## src/logic/wdsc_pkg.sv

```systemverilog
// package: constants, register map and carrier types of the watchdog/sleep block
// Overview of operation
// RULE1 - watchdog counts own oscillator, also during sleep
// RULE2 - timeout while running resets the device
// RULE3 - timeout while asleep wakes and resumes execution
// RULE4 - any timeout clears the timeout flag
// RULE5 - enable config bit zero disables watchdog
// RULE6 - option register assigns prescaler and ratio
// RULE7 - clear or sleep resets watchdog and prescaler
// RULE8 - clear zeroes prescaler count, keeps its settings
// RULE9 - sleep clears watchdog, powerdown flag, stops oscillator
// RULE10 - ports hold their drive state in sleep
// RULE11 - wake by master reset, timeout or interrupt
// RULE12 - powerdown flag set at powerup, cleared by sleep
// RULE13 - eight listed peripheral interrupts may wake
// RULE14 - clocked-only peripherals cannot wake the device
// RULE15 - next address prefetched while sleep executes
// RULE16 - wake needs source enable, ignores global enable
// RULE17 - after wake run next, then vector if enabled
// RULE18 - pending enabled interrupt makes sleep a no-op
// RULE19 - interrupt during sleep: finish sleep, then wake
// RULE20 - crystal modes wait 1024 oscillator periods on wake
// RULE21 - program verify only without code protection
// RULE22 - four id words only in program mode
// RULE23 - timeout period set by width and prescale
package wdsc_pkg;
    // register indices; byte address is four times the index
    localparam logic [15:0] IDX_OPTION = 16'h0081;
    localparam logic [15:0] IDX_CONFIG = 16'h2007;
    localparam logic [15:0] IDX_ID0 = 16'h2000;
    localparam logic [15:0] IDX_STATUS = 16'h0040;
    localparam logic [15:0] IDX_CTRL = 16'h0041;
    localparam int ID_WORDS = 4;
    // option fields
    localparam int OPT_PSA = 3;
    localparam int OPT_PS_LSB = 0;
    // configuration fields
    localparam int CFG_WATCHDOG_ENABLE_CFG = 2;
    localparam int CFG_CP_LSB = 4;
    localparam int CFG_OSC_LSB = 0;
    localparam logic [1:0] OSC_RC = 2'b11;
    localparam logic [1:0] CP_NONE = 2'b11;
    // status and control fields
    localparam int STS_PD = 3;
    localparam int STS_TO = 4;
    localparam int STS_SLEEP = 0;
    localparam int CTRL_PROG = 0;
    // reset values
    localparam logic [7:0] OPTION_RST = 8'hFF;
    localparam logic [7:0] CONFIG_RST = 8'hFF;
    // oscillator start-up: 1024 main oscillator periods
    localparam int OST_TOSC = 1024;
    localparam int TOSC_NS = 10;
    localparam int CLK_NS = 10;
    localparam int OST_CYC = (OST_TOSC * TOSC_NS + CLK_NS - 1) / CLK_NS;
    // wake source positions
    localparam int WAKE_SRCS = 8;
    typedef enum logic [1:0] {
        ST_RUN = 2'b00,
        ST_SLEEP = 2'b01,
        ST_OST = 2'b10
    } wdsc_state_t;
    // instruction requests from the core
    typedef struct packed {
        logic clear_watchdog_instr;
        logic sleep;
        logic global_irq_enable;
    } wdsc_core_t;
endpackage

```

## src/logic/wdsc_sync.sv

```systemverilog
// three-flop pin synchroniser with agreement filter
`timescale 1ns/1ps
`default_nettype none
module wdsc_sync #(
    parameter int W = 1,
    parameter logic [W-1:0] INIT = '0
) (
    input wire logic clk,
    input wire logic rst,
    input wire logic [W-1:0] pinIn,
    output logic [W-1:0] level,
    output logic [W-1:0] rise
);
    logic [W-1:0] s1_r;
    logic [W-1:0] s2_r;
    logic [W-1:0] s3_r;
    // shift chain; only s2 reads s1
    always_ff @(posedge clk) begin
        if (rst) begin
            s1_r <= INIT;
            s2_r <= INIT;
            s3_r <= INIT;
        end else begin
            s1_r <= pinIn;
            s2_r <= s1_r;
            s3_r <= s2_r;
        end
    end
    // level changes once the last two stages agree
    always_ff @(posedge clk) begin
        if (rst) begin
            level <= INIT;
        end else begin
            level <= (s2_r == s3_r) ? s3_r : level;
        end
    end
    assign rise = (s2_r & s3_r) & ~level;
endmodule // wdsc_sync
`default_nettype wire

```

## src/logic/wdsc_id_mem.sv

```systemverilog
// small word memory holding the identification words
`timescale 1ns/1ps
`default_nettype none
module wdsc_id_mem #(
    parameter int W = 8,
    parameter int D = 4
) (
    input wire logic clk,
    input wire logic rst,
    input wire logic we,
    input wire logic [$clog2(D)-1:0] waddr,
    input wire logic [W-1:0] wdata,
    input wire logic [$clog2(D)-1:0] raddr,
    output logic [W-1:0] rdata
);
    logic [W-1:0] mem [D];
    // write port
    always_ff @(posedge clk) begin
        if (we) begin
            mem[waddr] <= wdata;
        end
    end
    // registered read port
    always_ff @(posedge clk) begin
        if (rst) begin
            rdata <= '0;
        end else begin
            rdata <= mem[raddr];
        end
    end
endmodule // wdsc_id_mem
`default_nettype wire

```

## src/logic/wdsc_top.sv

```systemverilog
// watchdog, sleep and wake control with apb registers
`timescale 1ns/1ps
`default_nettype none
module wdsc_top
    import wdsc_pkg::*;
#(
    parameter int WD_W = 8,
    parameter int PC_W = 13,
    parameter int PORT_W = 8,
    parameter int ID_W = 8,
    parameter logic [WAKE_SRCS-1:0] WAKE_CAPABLE = 8'hFF
) (
    input wire logic clk,
    input wire logic rst,
    input wire logic [15:0] paddr,
    input wire logic psel,
    input wire logic penable,
    input wire logic pwrite,
    input wire logic [31:0] pwdata,
    output logic [31:0] prdata,
    output logic pready,
    output logic pslverr,
    input wire logic wdOscIn,
    input wire logic masterResetN,
    input wire wdsc_pkg::wdsc_core_t core,
    input wire logic [PC_W-1:0] pcIn,
    input wire logic [WAKE_SRCS-1:0] irqFlag,
    input wire logic [WAKE_SRCS-1:0] irqEnable,
    input wire logic [PORT_W-1:0] portDrive,
    input wire logic [PORT_W-1:0] portDriveOe,
    output logic [PORT_W-1:0] portOut,
    output logic [PORT_W-1:0] portOe,
    output logic deviceReset,
    output logic oscDriverOn,
    output logic coreRun,
    output logic wakeResume,
    output logic wakeToVector,
    output logic [PC_W-1:0] resumePc,
    output logic pmVerifyEn
);
    import wdsc_pkg::*;

    // index decode, shared by read and write paths
    function automatic logic isId(input logic [15:0] a);
        return (a[1:0] == 2'b00) && (a[15:2] >= IDX_ID0[13:0])
            && (a[15:2] < IDX_ID0[13:0] + 14'(ID_WORDS));
    endfunction
    function automatic logic isIdx(input logic [15:0] a, input logic [15:0] idx);
        return (a[1:0] == 2'b00) && (a[15:2] == idx[13:0]);
    endfunction

    wdsc_state_t state_r;
    wdsc_state_t state_nxt;
    logic [7:0] option_r;
    logic [7:0] config_r;
    logic ctrlProg_r;
    logic toN_r;
    logic pdN_r;
    logic [6:0] preCnt_r;
    logic [WD_W-1:0] wdCnt_r;
    logic [10:0] ostCnt_r;
    logic [31:0] prdata_r;
    logic [ID_W-1:0] idRdata;
    logic [1:0] pinLevel;
    logic [1:0] pinRise;
    logic oscTick;
    logic mclrLow;
    logic wdEnable;
    logic [6:0] preMax;
    logic wdStep;
    logic wdTimeout;
    logic clrExec;
    logic sleepExec;
    logic wdClear;
    logic pendAny;
    logic irqWake;
    logic wakeEv;
    logic rcMode;
    logic apbSetup;
    logic apbWr;
    logic idHit;
    logic mapped;

    // pin inputs: watchdog oscillator and master reset
    wdsc_sync #(.W(2), .INIT(2'b10)) u_sync (
        .clk(clk),
        .rst(rst),
        .pinIn({masterResetN, wdOscIn}),
        .level(pinLevel),
        .rise(pinRise)
    );
    assign oscTick = pinRise[0]; // RULE1
    assign mclrLow = ~pinLevel[1];

    // instruction decode and wake qualification
    assign wdEnable = config_r[CFG_WATCHDOG_ENABLE_CFG]; // RULE5
    assign rcMode = (config_r[CFG_OSC_LSB +: 2] == OSC_RC);
    assign pendAny = |(irqFlag & irqEnable); // RULE16
    assign irqWake = |(irqFlag & irqEnable & WAKE_CAPABLE); // RULE13 RULE14 RULE16
    assign clrExec = core.clear_watchdog_instr && (state_r == ST_RUN);
    assign sleepExec = core.sleep && (state_r == ST_RUN) && !pendAny; // RULE18
    assign wdClear = clrExec | sleepExec | deviceReset; // RULE7

    // prescaler ratio 1:2^ps when assigned to the watchdog
    assign preMax = 7'((8'd1 << option_r[OPT_PS_LSB +: 3]) - 8'd1); // RULE6
    assign wdStep = oscTick && (!option_r[OPT_PSA] || (preCnt_r == preMax));
    assign wdTimeout = wdEnable && !wdClear && wdStep && (&wdCnt_r); // RULE23
    assign wakeEv = (state_r == ST_SLEEP) && (irqWake || wdTimeout); // RULE3 RULE11

    // prescaler count; clearing leaves option settings alone
    always_ff @(posedge clk) begin
        if (rst) begin
            preCnt_r <= '0;
        end else if ((wdClear && option_r[OPT_PSA]) || !option_r[OPT_PSA]) begin
            preCnt_r <= '0; // RULE7 RULE8
        end else if (oscTick && wdEnable) begin
            preCnt_r <= (preCnt_r == preMax) ? 7'd0 : preCnt_r + 7'd1;
        end
    end

    // watchdog counter keeps running in every state
    always_ff @(posedge clk) begin
        if (rst) begin
            wdCnt_r <= '0;
        end else if (wdClear || !wdEnable) begin
            wdCnt_r <= '0; // RULE7 RULE9
        end else if (wdStep) begin
            wdCnt_r <= wdCnt_r + 1'b1; // RULE1
        end
    end

    // device reset from master reset pin or running timeout
    always_ff @(posedge clk) begin
        if (rst) begin
            deviceReset <= 1'b0;
        end else begin
            deviceReset <= mclrLow || (wdTimeout && state_r != ST_SLEEP); // RULE2 RULE11
        end
    end

    // status flags, hardware events win over clears
    always_ff @(posedge clk) begin
        if (rst) begin
            toN_r <= 1'b1;
            pdN_r <= 1'b1; // RULE12
        end else begin
            if (wdTimeout) begin
                toN_r <= 1'b0; // RULE4
            end else if (sleepExec || clrExec) begin
                toN_r <= 1'b1; // RULE9
            end
            if (sleepExec) begin
                pdN_r <= 1'b0; // RULE9 RULE12
            end else if (clrExec || (wdTimeout && state_r != ST_SLEEP)) begin
                pdN_r <= 1'b1;
            end
        end
    end

    // sleep state machine
    always_comb begin
        state_nxt = state_r;
        unique case (state_r)
            ST_RUN: begin
                if (sleepExec) begin
                    state_nxt = ST_SLEEP; // RULE19
                end
            end
            ST_SLEEP: begin
                if (wakeEv) begin
                    state_nxt = rcMode ? ST_RUN : ST_OST; // RULE20
                end
            end
            ST_OST: begin
                if (ostCnt_r == 11'(OST_CYC - 1)) begin
                    state_nxt = ST_RUN;
                end
            end
            default: begin
                state_nxt = ST_RUN;
            end
        endcase
    end
    always_ff @(posedge clk) begin
        if (rst || deviceReset) begin
            state_r <= ST_RUN; // RULE11
        end else begin
            state_r <= state_nxt;
        end
    end

    // oscillator start-up counter
    always_ff @(posedge clk) begin
        if (rst || state_r != ST_OST) begin
            ostCnt_r <= '0;
        end else begin
            ostCnt_r <= ostCnt_r + 11'd1; // RULE20
        end
    end

    // oscillator driver off only while asleep
    always_ff @(posedge clk) begin
        if (rst) begin
            oscDriverOn <= 1'b1;
        end else begin
            oscDriverOn <= (state_nxt != ST_SLEEP) || deviceReset; // RULE9
        end
    end
    assign coreRun = (state_r == ST_RUN);

    // wake report: resume in line, vector only if globally enabled
    always_ff @(posedge clk) begin
        if (rst) begin
            wakeResume <= 1'b0;
            wakeToVector <= 1'b0;
        end else begin
            wakeResume <= (state_r != ST_RUN) && (state_nxt == ST_RUN) && !deviceReset;
            wakeToVector <= (state_r != ST_RUN) && (state_nxt == ST_RUN) && !deviceReset
                && core.global_irq_enable && pendAny; // RULE17
        end
    end

    // prefetched address of the instruction after sleep
    always_ff @(posedge clk) begin
        if (rst) begin
            resumePc <= '0;
        end else if (sleepExec) begin
            resumePc <= pcIn + 1'b1; // RULE15
        end
    end

    // port drive frozen while the core is stopped
    always_ff @(posedge clk) begin
        if (rst) begin
            portOut <= '0;
            portOe <= '0;
        end else if (state_r == ST_RUN && !sleepExec) begin
            portOut <= portDrive;
            portOe <= portDriveOe;
        end else if (sleepExec) begin
            portOut <= portDrive; // RULE10
            portOe <= portDriveOe;
        end
    end

    // program memory readout gate
    always_ff @(posedge clk) begin
        if (rst) begin
            pmVerifyEn <= 1'b0;
        end else begin
            pmVerifyEn <= ctrlProg_r && (config_r[CFG_CP_LSB +: 2] == CP_NONE); // RULE21
        end
    end

    // apb decode; every access completes in one access cycle
    assign apbSetup = psel && !penable;
    assign apbWr = psel && penable && pwrite && !pslverr;
    assign idHit = isId(paddr);
    assign mapped = isIdx(paddr, IDX_OPTION) || isIdx(paddr, IDX_CONFIG)
        || isIdx(paddr, IDX_STATUS) || isIdx(paddr, IDX_CTRL);
    assign pready = 1'b1;
    assign pslverr = psel && penable && !(mapped || (idHit && ctrlProg_r)); // RULE22

    // option register steers the prescaler
    always_ff @(posedge clk) begin
        if (rst) begin
            option_r <= OPTION_RST;
        end else if (apbWr && isIdx(paddr, IDX_OPTION)) begin
            option_r <= pwdata[7:0]; // RULE6
        end
    end

    // configuration word, changed only in program mode
    always_ff @(posedge clk) begin
        if (rst) begin
            config_r <= CONFIG_RST;
        end else if (apbWr && ctrlProg_r && isIdx(paddr, IDX_CONFIG)) begin
            config_r <= pwdata[7:0];
        end
    end

    // program/verify mode control
    always_ff @(posedge clk) begin
        if (rst) begin
            ctrlProg_r <= 1'b0;
        end else if (apbWr && isIdx(paddr, IDX_CTRL)) begin
            ctrlProg_r <= pwdata[CTRL_PROG];
        end
    end

    // identification words
    wdsc_id_mem #(.W(ID_W), .D(ID_WORDS)) u_idmem (
        .clk(clk),
        .rst(rst),
        .we(apbWr && idHit), // RULE22
        .waddr(paddr[3:2]),
        .wdata(pwdata[ID_W-1:0]),
        .raddr(paddr[3:2]),
        .rdata(idRdata)
    );

    // read data captured in the setup cycle
    always_ff @(posedge clk) begin
        if (rst) begin
            prdata_r <= '0;
        end else if (apbSetup) begin
            prdata_r <= '0;
            if (isIdx(paddr, IDX_OPTION)) begin
                prdata_r[7:0] <= option_r;
            end else if (isIdx(paddr, IDX_CONFIG)) begin
                prdata_r[7:0] <= config_r;
            end else if (isIdx(paddr, IDX_STATUS)) begin
                prdata_r[STS_TO] <= toN_r;
                prdata_r[STS_PD] <= pdN_r;
                prdata_r[STS_SLEEP] <= (state_r != ST_RUN);
            end else if (isIdx(paddr, IDX_CTRL)) begin
                prdata_r[CTRL_PROG] <= ctrlProg_r;
            end
        end
    end
    assign prdata = (idHit && ctrlProg_r) ? 32'(idRdata) : prdata_r;
endmodule // wdsc_top
`default_nettype wire

```

## config.mk

```make
export PLATFORM = sky130hd
export DESIGN_NAME = wdsc_top
export DESIGN_NICKNAME = d
export VERILOG_FILES = /design/src/logic/wdsc_pkg.sv /design/src/logic/wdsc_sync.sv /design/src/logic/wdsc_id_mem.sv /design/src/logic/wdsc_top.sv
export SDC_FILE = /design/constraint.sdc
export NUM_CORES = 1
export LEC_CHECK = 0
export BUFFER_PORTS_ARGS = -buffer_cell sky130_fd_sc_hd__buf_2
export CORE_MARGIN = 8
export CORE_UTILIZATION = 45
export CTS_CLUSTER_SIZE = 25
export DETAILED_ROUTE_END_ITERATION = 10
export PLACE_DENSITY = 0.72
export SKIP_CTS_REPAIR_TIMING = 1
export SLEW_MARGIN = 20
export SYNTH_ARGS = -nofsm -noshare
export SYNTH_HDL_FRONTEND = slang
export SYNTH_HIERARCHICAL = 1
export SYNTH_SLANG_ARGS = --single-unit
export TNS_END_PERCENT = 100
```

## constraint.sdc

```tcl
create_clock -name clk -period 3.4 [get_ports clk]
set_input_delay 0.17 -clock clk [delete_from_list [all_inputs] [get_ports clk]]
set_output_delay 0.17 -clock clk [all_outputs]
set_load 0.02 [all_outputs]
```

======== Word-level counts from Yosys, hierarchy flattened ========
Memory sizes are Yosys's and may differ from the RTL's. A register that Yosys moved wholly into a read port is not among the register bits.
Index checks and enable logic that the tools add are counted.
storage, ports and cells
  input port bits ......................... 103
  memories kept ........................... 1
  RAM bits ................................ 32
  output and inout port bits .............. 69
  bits in registers ....................... 97
memory list
  name         words  bits a word  rd ports  clocked after memory_dff  wr ports  line               text
  u_idmem.mem  4      8            1         1                         1         wdsc_id_mem.sv:16  logic [W-1:0] mem [D];
cells by class
  magnitude comparators ................... 2
  eq/ne operators ......................... 14
  bitwise operators ....................... 7
  add/subtract/negate cells ............... 5
  multiplexer cells ....................... 25
  shift operators ......................... 1
  reduce and logical (&&, ||, !) cells .... 68
operators by type and width
  cell                                                                      number
  8-bit 2-to-1 mux                                                          6
  1-bit logical AND                                                         34
  14-bit by 7-bit equality test with 1-bit output (second input constant)   2
  14-bit equality test (second input constant)                              1
  14-bit by 8-bit equality test with 1-bit output (second input constant)   1
  14-bit >= comparator (second input constant)                              1
  1-bit logical OR                                                          14
  14-bit less-than comparator (second input constant)                       1
  2-bit 2-to-1 mux                                                          7
  13-bit by 1-bit adder with 13-bit output (second input constant)          1
  11-bit by 1-bit adder with 11-bit output (second input constant)          1
  11-bit by 10-bit equality test with 1-bit output (second input constant)  1
  1-bit zero test                                                           9
  1-bit 2-to-1 mux                                                          9
  8-bit by 1-bit adder with 8-bit output (second input constant)            1
  8-bit bitwise AND                                                         1
  8-bit AND reduction                                                       1
  2-bit nonzero test                                                        4
  8-bit OR reduction                                                        1
  7-bit by 1-bit adder with 7-bit output (second input constant)            1
  7-bit equality test                                                       1
  7-bit 2-to-1 mux                                                          1
  1-bit by 3-bit left shift with 7-bit output (first input constant)        1
  7-bit by 1-bit subtractor with 7-bit output (second input constant)       1
  other kinds (12)                                                          21

======== Longest topological paths before layout ========
  depth after elaboration ................. 19
  depth in mapped cells ................... 9
  mapped depth without buffers ............ 8

======== Cells and area by module ========
The synthesis kept the hierarchy.
by module, submodules not included
  module       sequential area each (um^2)  times used  area each (um^2)  cells each
  wdsc_top     1,781.7                      1           4,460.5           518
  wdsc_id_mem  1,121.1                      1           1,413.9           75
  wdsc_sync    160.2                        1           274.0             24

======== Least setup slack after synthesis ========
OpenSTA, ideal clock, no wires.
  kind .................................... in2reg
  from .................................... in paddr[6]
  to ...................................... mem u_idmem.mem[0][0] (enable)
  path buffers ............................ 1
  setup slack ............................. 0.960 ns
  stages on the path ...................... 7
  arrival time ............................ 2.055 ns
  cell sequence ........................... nor4_1 -> nand4_1 -> nor4bb_1 -> buf_2 -> or3_1 -> o211a_1 -> nor3b_1
on the way
  longest elaborated chain between the ends .. 13
  elaborated cells on any way between the ends .. 24
  classes of those cells .................. 2 x order compare; 4 x eq/ne; 2 x mux; 16 x reduce/logical
ends and longest elaborated chain
  item                                                           line               text
  start, declared                                                wdsc_top.sv:15     input wire logic [15:0] paddr,
  branches (longest 10 deep; another with 14-bit >= comparator)  -
  1-bit logical AND *                                            wdsc_top.sv:295    .we(apbWr && idHit),
  1-bit 2-to-1 mux *                                             wdsc_id_mem.sv:19  if (we) begin
  1-bit 2-to-1 mux (implied by the code) *                       wdsc_id_mem.sv:20  mem[waddr] <= wdata;
  end, declared                                                  wdsc_id_mem.sv:16
Mark *: on every way between the ends.

======== Final worst setup path ========
  from .................................... reg state_r[0]
  to ...................................... reg wdCnt_r[0]
on the way
  longest elaborated chain between the ends .. 7
  elaborated cells on any way between the ends .. 8
  classes of those cells .................. 2 x bitwise; 6 x reduce/logical
ends and longest elaborated chain
  item                                   line                              text
  start, declared                        wdsc_top.sv:52                    wdsc_state_t state_r;
  start signal, assigned                 wdsc_top.sv:188                   state_r <= state_nxt;
  2-bit zero test *                      wdsc_top.sv:100, wdsc_top.sv:101
  1-bit logical AND (2 in a row)         wdsc_top.sv:101                   assign sleepExec = core.sleep && (state_r == ST_RUN) && !pendAny;
  1-bit OR * (2 in a row)                wdsc_top.sv:102                   assign wdClear = clrExec | sleepExec | deviceReset;
  1-bit logical OR *                     wdsc_top.sv:125                   end else if (wdClear || !wdEnable) begin
  2-bit OR reduction (no source line) *  -
  end signal, assigned                   wdsc_top.sv:128                   wdCnt_r <= wdCnt_r + 1'b1;
  end, declared                          wdsc_top.sv:60                    logic [WD_W-1:0] wdCnt_r;
Every way passes the cells marked *; elsewhere a longest branch is shown, timed or not.
A chain may end at the register's enable or synchronous reset.

==> results.json <==
{
  "gp_congestion": 0.847,
  "slew_violations": 0,
  "grt_remaining_overflow": 0,
  "routed_wl_um": 15100,
  "clkTransAtPathRegs_ns": 0.06,
  "ant_nets": 0,
  "dp.cells": 888,
  "crit_path_max_fanout": 22,
  "tns_ns": 0,
  "cts_tree": "yes",
  "core_area_mm2": 0.0133,
  "rsz0062_at_grt": "false",
  "cpPeakStageDelay_ns": 0.51,
  "nNetsFinal": 848,
  "die_x_um": 133,
  "power_density_mw_per_mm2": 517,
  "ios": 172,
  "power.total_mw": 3.84,
  "drc_errors": 0,
  "cp_cell_sequence": "or2_2, inv_2, and2_1, a31oi_2, and3_1, nand2_1, o21ai_0",
  "insertedDiodeCount": 0,
  "r2r_cells": 7,
  "cts_htree_levels": 4,
  "maxCapViolCount": 0,
  "die-area_mm2": 0.0176,
  "syn_to_final_growth_pct": 20.7,
  "largest_register_ffs": 32,
  "via_count": 4831,
  "drive_gt1_share_pct": 24.2,
  "dr.pass1.iters": 5,
  "portBuffers": 122,
  "fmaxAchievable_mhz": 407,
  "critPathKind": "reg -> reg",
  "clock-root-buffer": "clkbuf_16",
  "finalCritPeriodShare_pct": 72.2,
  "hpwl_um": 11000,
  "end_kind": "flip-flop",
  "grt_max_degree": 51,
  "relSlewSlack_pct": 35.3,
  "hold_viol_final": 0,
  "clock-sinks": 137,
  "grt_pass1_vias": 5041,
  "start_kind": "flip-flop",
  "syn_area_per_cell_um2": 9.97,
  "dieHeight_um": 133,
  "netlist_area_mm2": 0.00614,
  "status": "finished clean",
  "start_util_pct": 46.2,
  "rows": 42,
  "grt_pass1_wl_um": 24200,
  "finalSetupViolations": 0,
  "timing.hold.ws_ns": 0.00111,
  "clk-insertion-delay-late_ns": 0.41,
  "yosysWarnings": 6,
  "syn-instance-count": 616,
  "stdcell_count": 928,
  "drt_iter0_markers": 303,
  "hold_class": "in -> reg",
  "vias_per_cell": 5.21,
  "cp_slowest_cell": "and3_1",
  "period_needed_ns": 2.46,
  "top_register": "u_idmem/mem",
  "leakage_nw": 2.95,
  "clock_path_buffers": 2,
  "hold_path_depth": 3,
  "antenna_found_initial": 0,
  "ir_drop_mv": 0.323,
  "cts_made_buffers": 17,
  "fin_worst_skew_ns": 0.00836,
  "worst_ep_arrival_time_ns": 2.78,
  "tightest_slew_ns": 0.969,
  "wl_per_cell_um": 16.3,
  "top_regs": "u_idmem/mem x32, resumePc x13, ostCnt_r x11",
  "cp.required_ns": 3.73,
  "grt_util_all_layers_pct": 16.9
}
## stage by stage
step | instance area [um^2] | utilization, % | setup slack (ns)
global placement | 6740 | 50.7 | 0.919
detailed placement | 6740 | 50.7 | 0.884
finish | 7410 | 55.8 | 0.944
global route | 7410 | 55.8 | 0.678
floorplan | 6230 | - | 0.960
CTS | 7330 | 55.2 | 0.960
## layout make-up
cell class | count | area [um^2]
Sequential cell | 137 | 3060
Fill cell | 1162 | 5880
Timing Repair Buffer | 137 | 743
Clock inverter | 9 | 124
Multi-Input combinational cell | 438 | 2770
Tap cell | 176 | 220
Inverter | 8 | 30.0
Clock buffer | 23 | 468
## report_power, final
group / total, mW / switching (mW) / internal [mW] / leakage [nW]
sequential: 1.72 / 0.0169 / 1.70 / 1.14
combinational: 0.276 / 0.172 / 0.104 / 1.51
clock: 1.84 / 0.658 / 1.19 / 0.295
## worst max-delay path: cells and delay by family (launching register included)
family | cells | cell delay [ns]
compound gates | 2 | 0.48
buf+inv | 1 | 0.25
flops | 1 | 0.42
simple gates | 4 | 1.21
## path summary, 6_finish.rpt
| check | endpoint | start | slack (ns) |
|---|---|---|---|
| worst max-delay path | wdCnt_r[0] | state_r[0] | 0.94 |
| worst max register to register | wdCnt_r[0] | state_r[0] | 0.94 |
| worst min register to register | u_sync/s2_r[1] | u_sync/s1_r[1] | 0.42 |
| worst min-delay path | portOe[7] | portDriveOe[7] | 0.001 |
## cells in the final DEF, fill, tap and decap left out, types with 5 or more instances in the layout
cell and n:
a22oi_1 11, xor2_1 16, nand2b_1 8, mux2_2 8
conb_1 25, nand3_1 14, nand4_1 11, a211oi_1 17
dlygate4sd3_1 8, nor2b_1 11, dfxtp_1 105, clkbuf_16 17
mux2i_1 38, ha_1 6, xnor2_1 12, buf_2 122
o22ai_1 8, clkinv_2 5, nand2_1 80, o21ai_0 12
or2_2 5, buf_4 7, edfxtp_1 32, a21oi_1 28
nor2_1 52, inv_1 7, and3_1 12
## metal layers
layer,global-route usage (%),routed length (um),share of wire (%)
met1,18.1,5990,40
met2,30.4,8020,53
met3,5.56,843,5.6
met4,5.99,242,1.6
met5,0,0,0
Note: power is estimated with default switching activity, not from simulation.
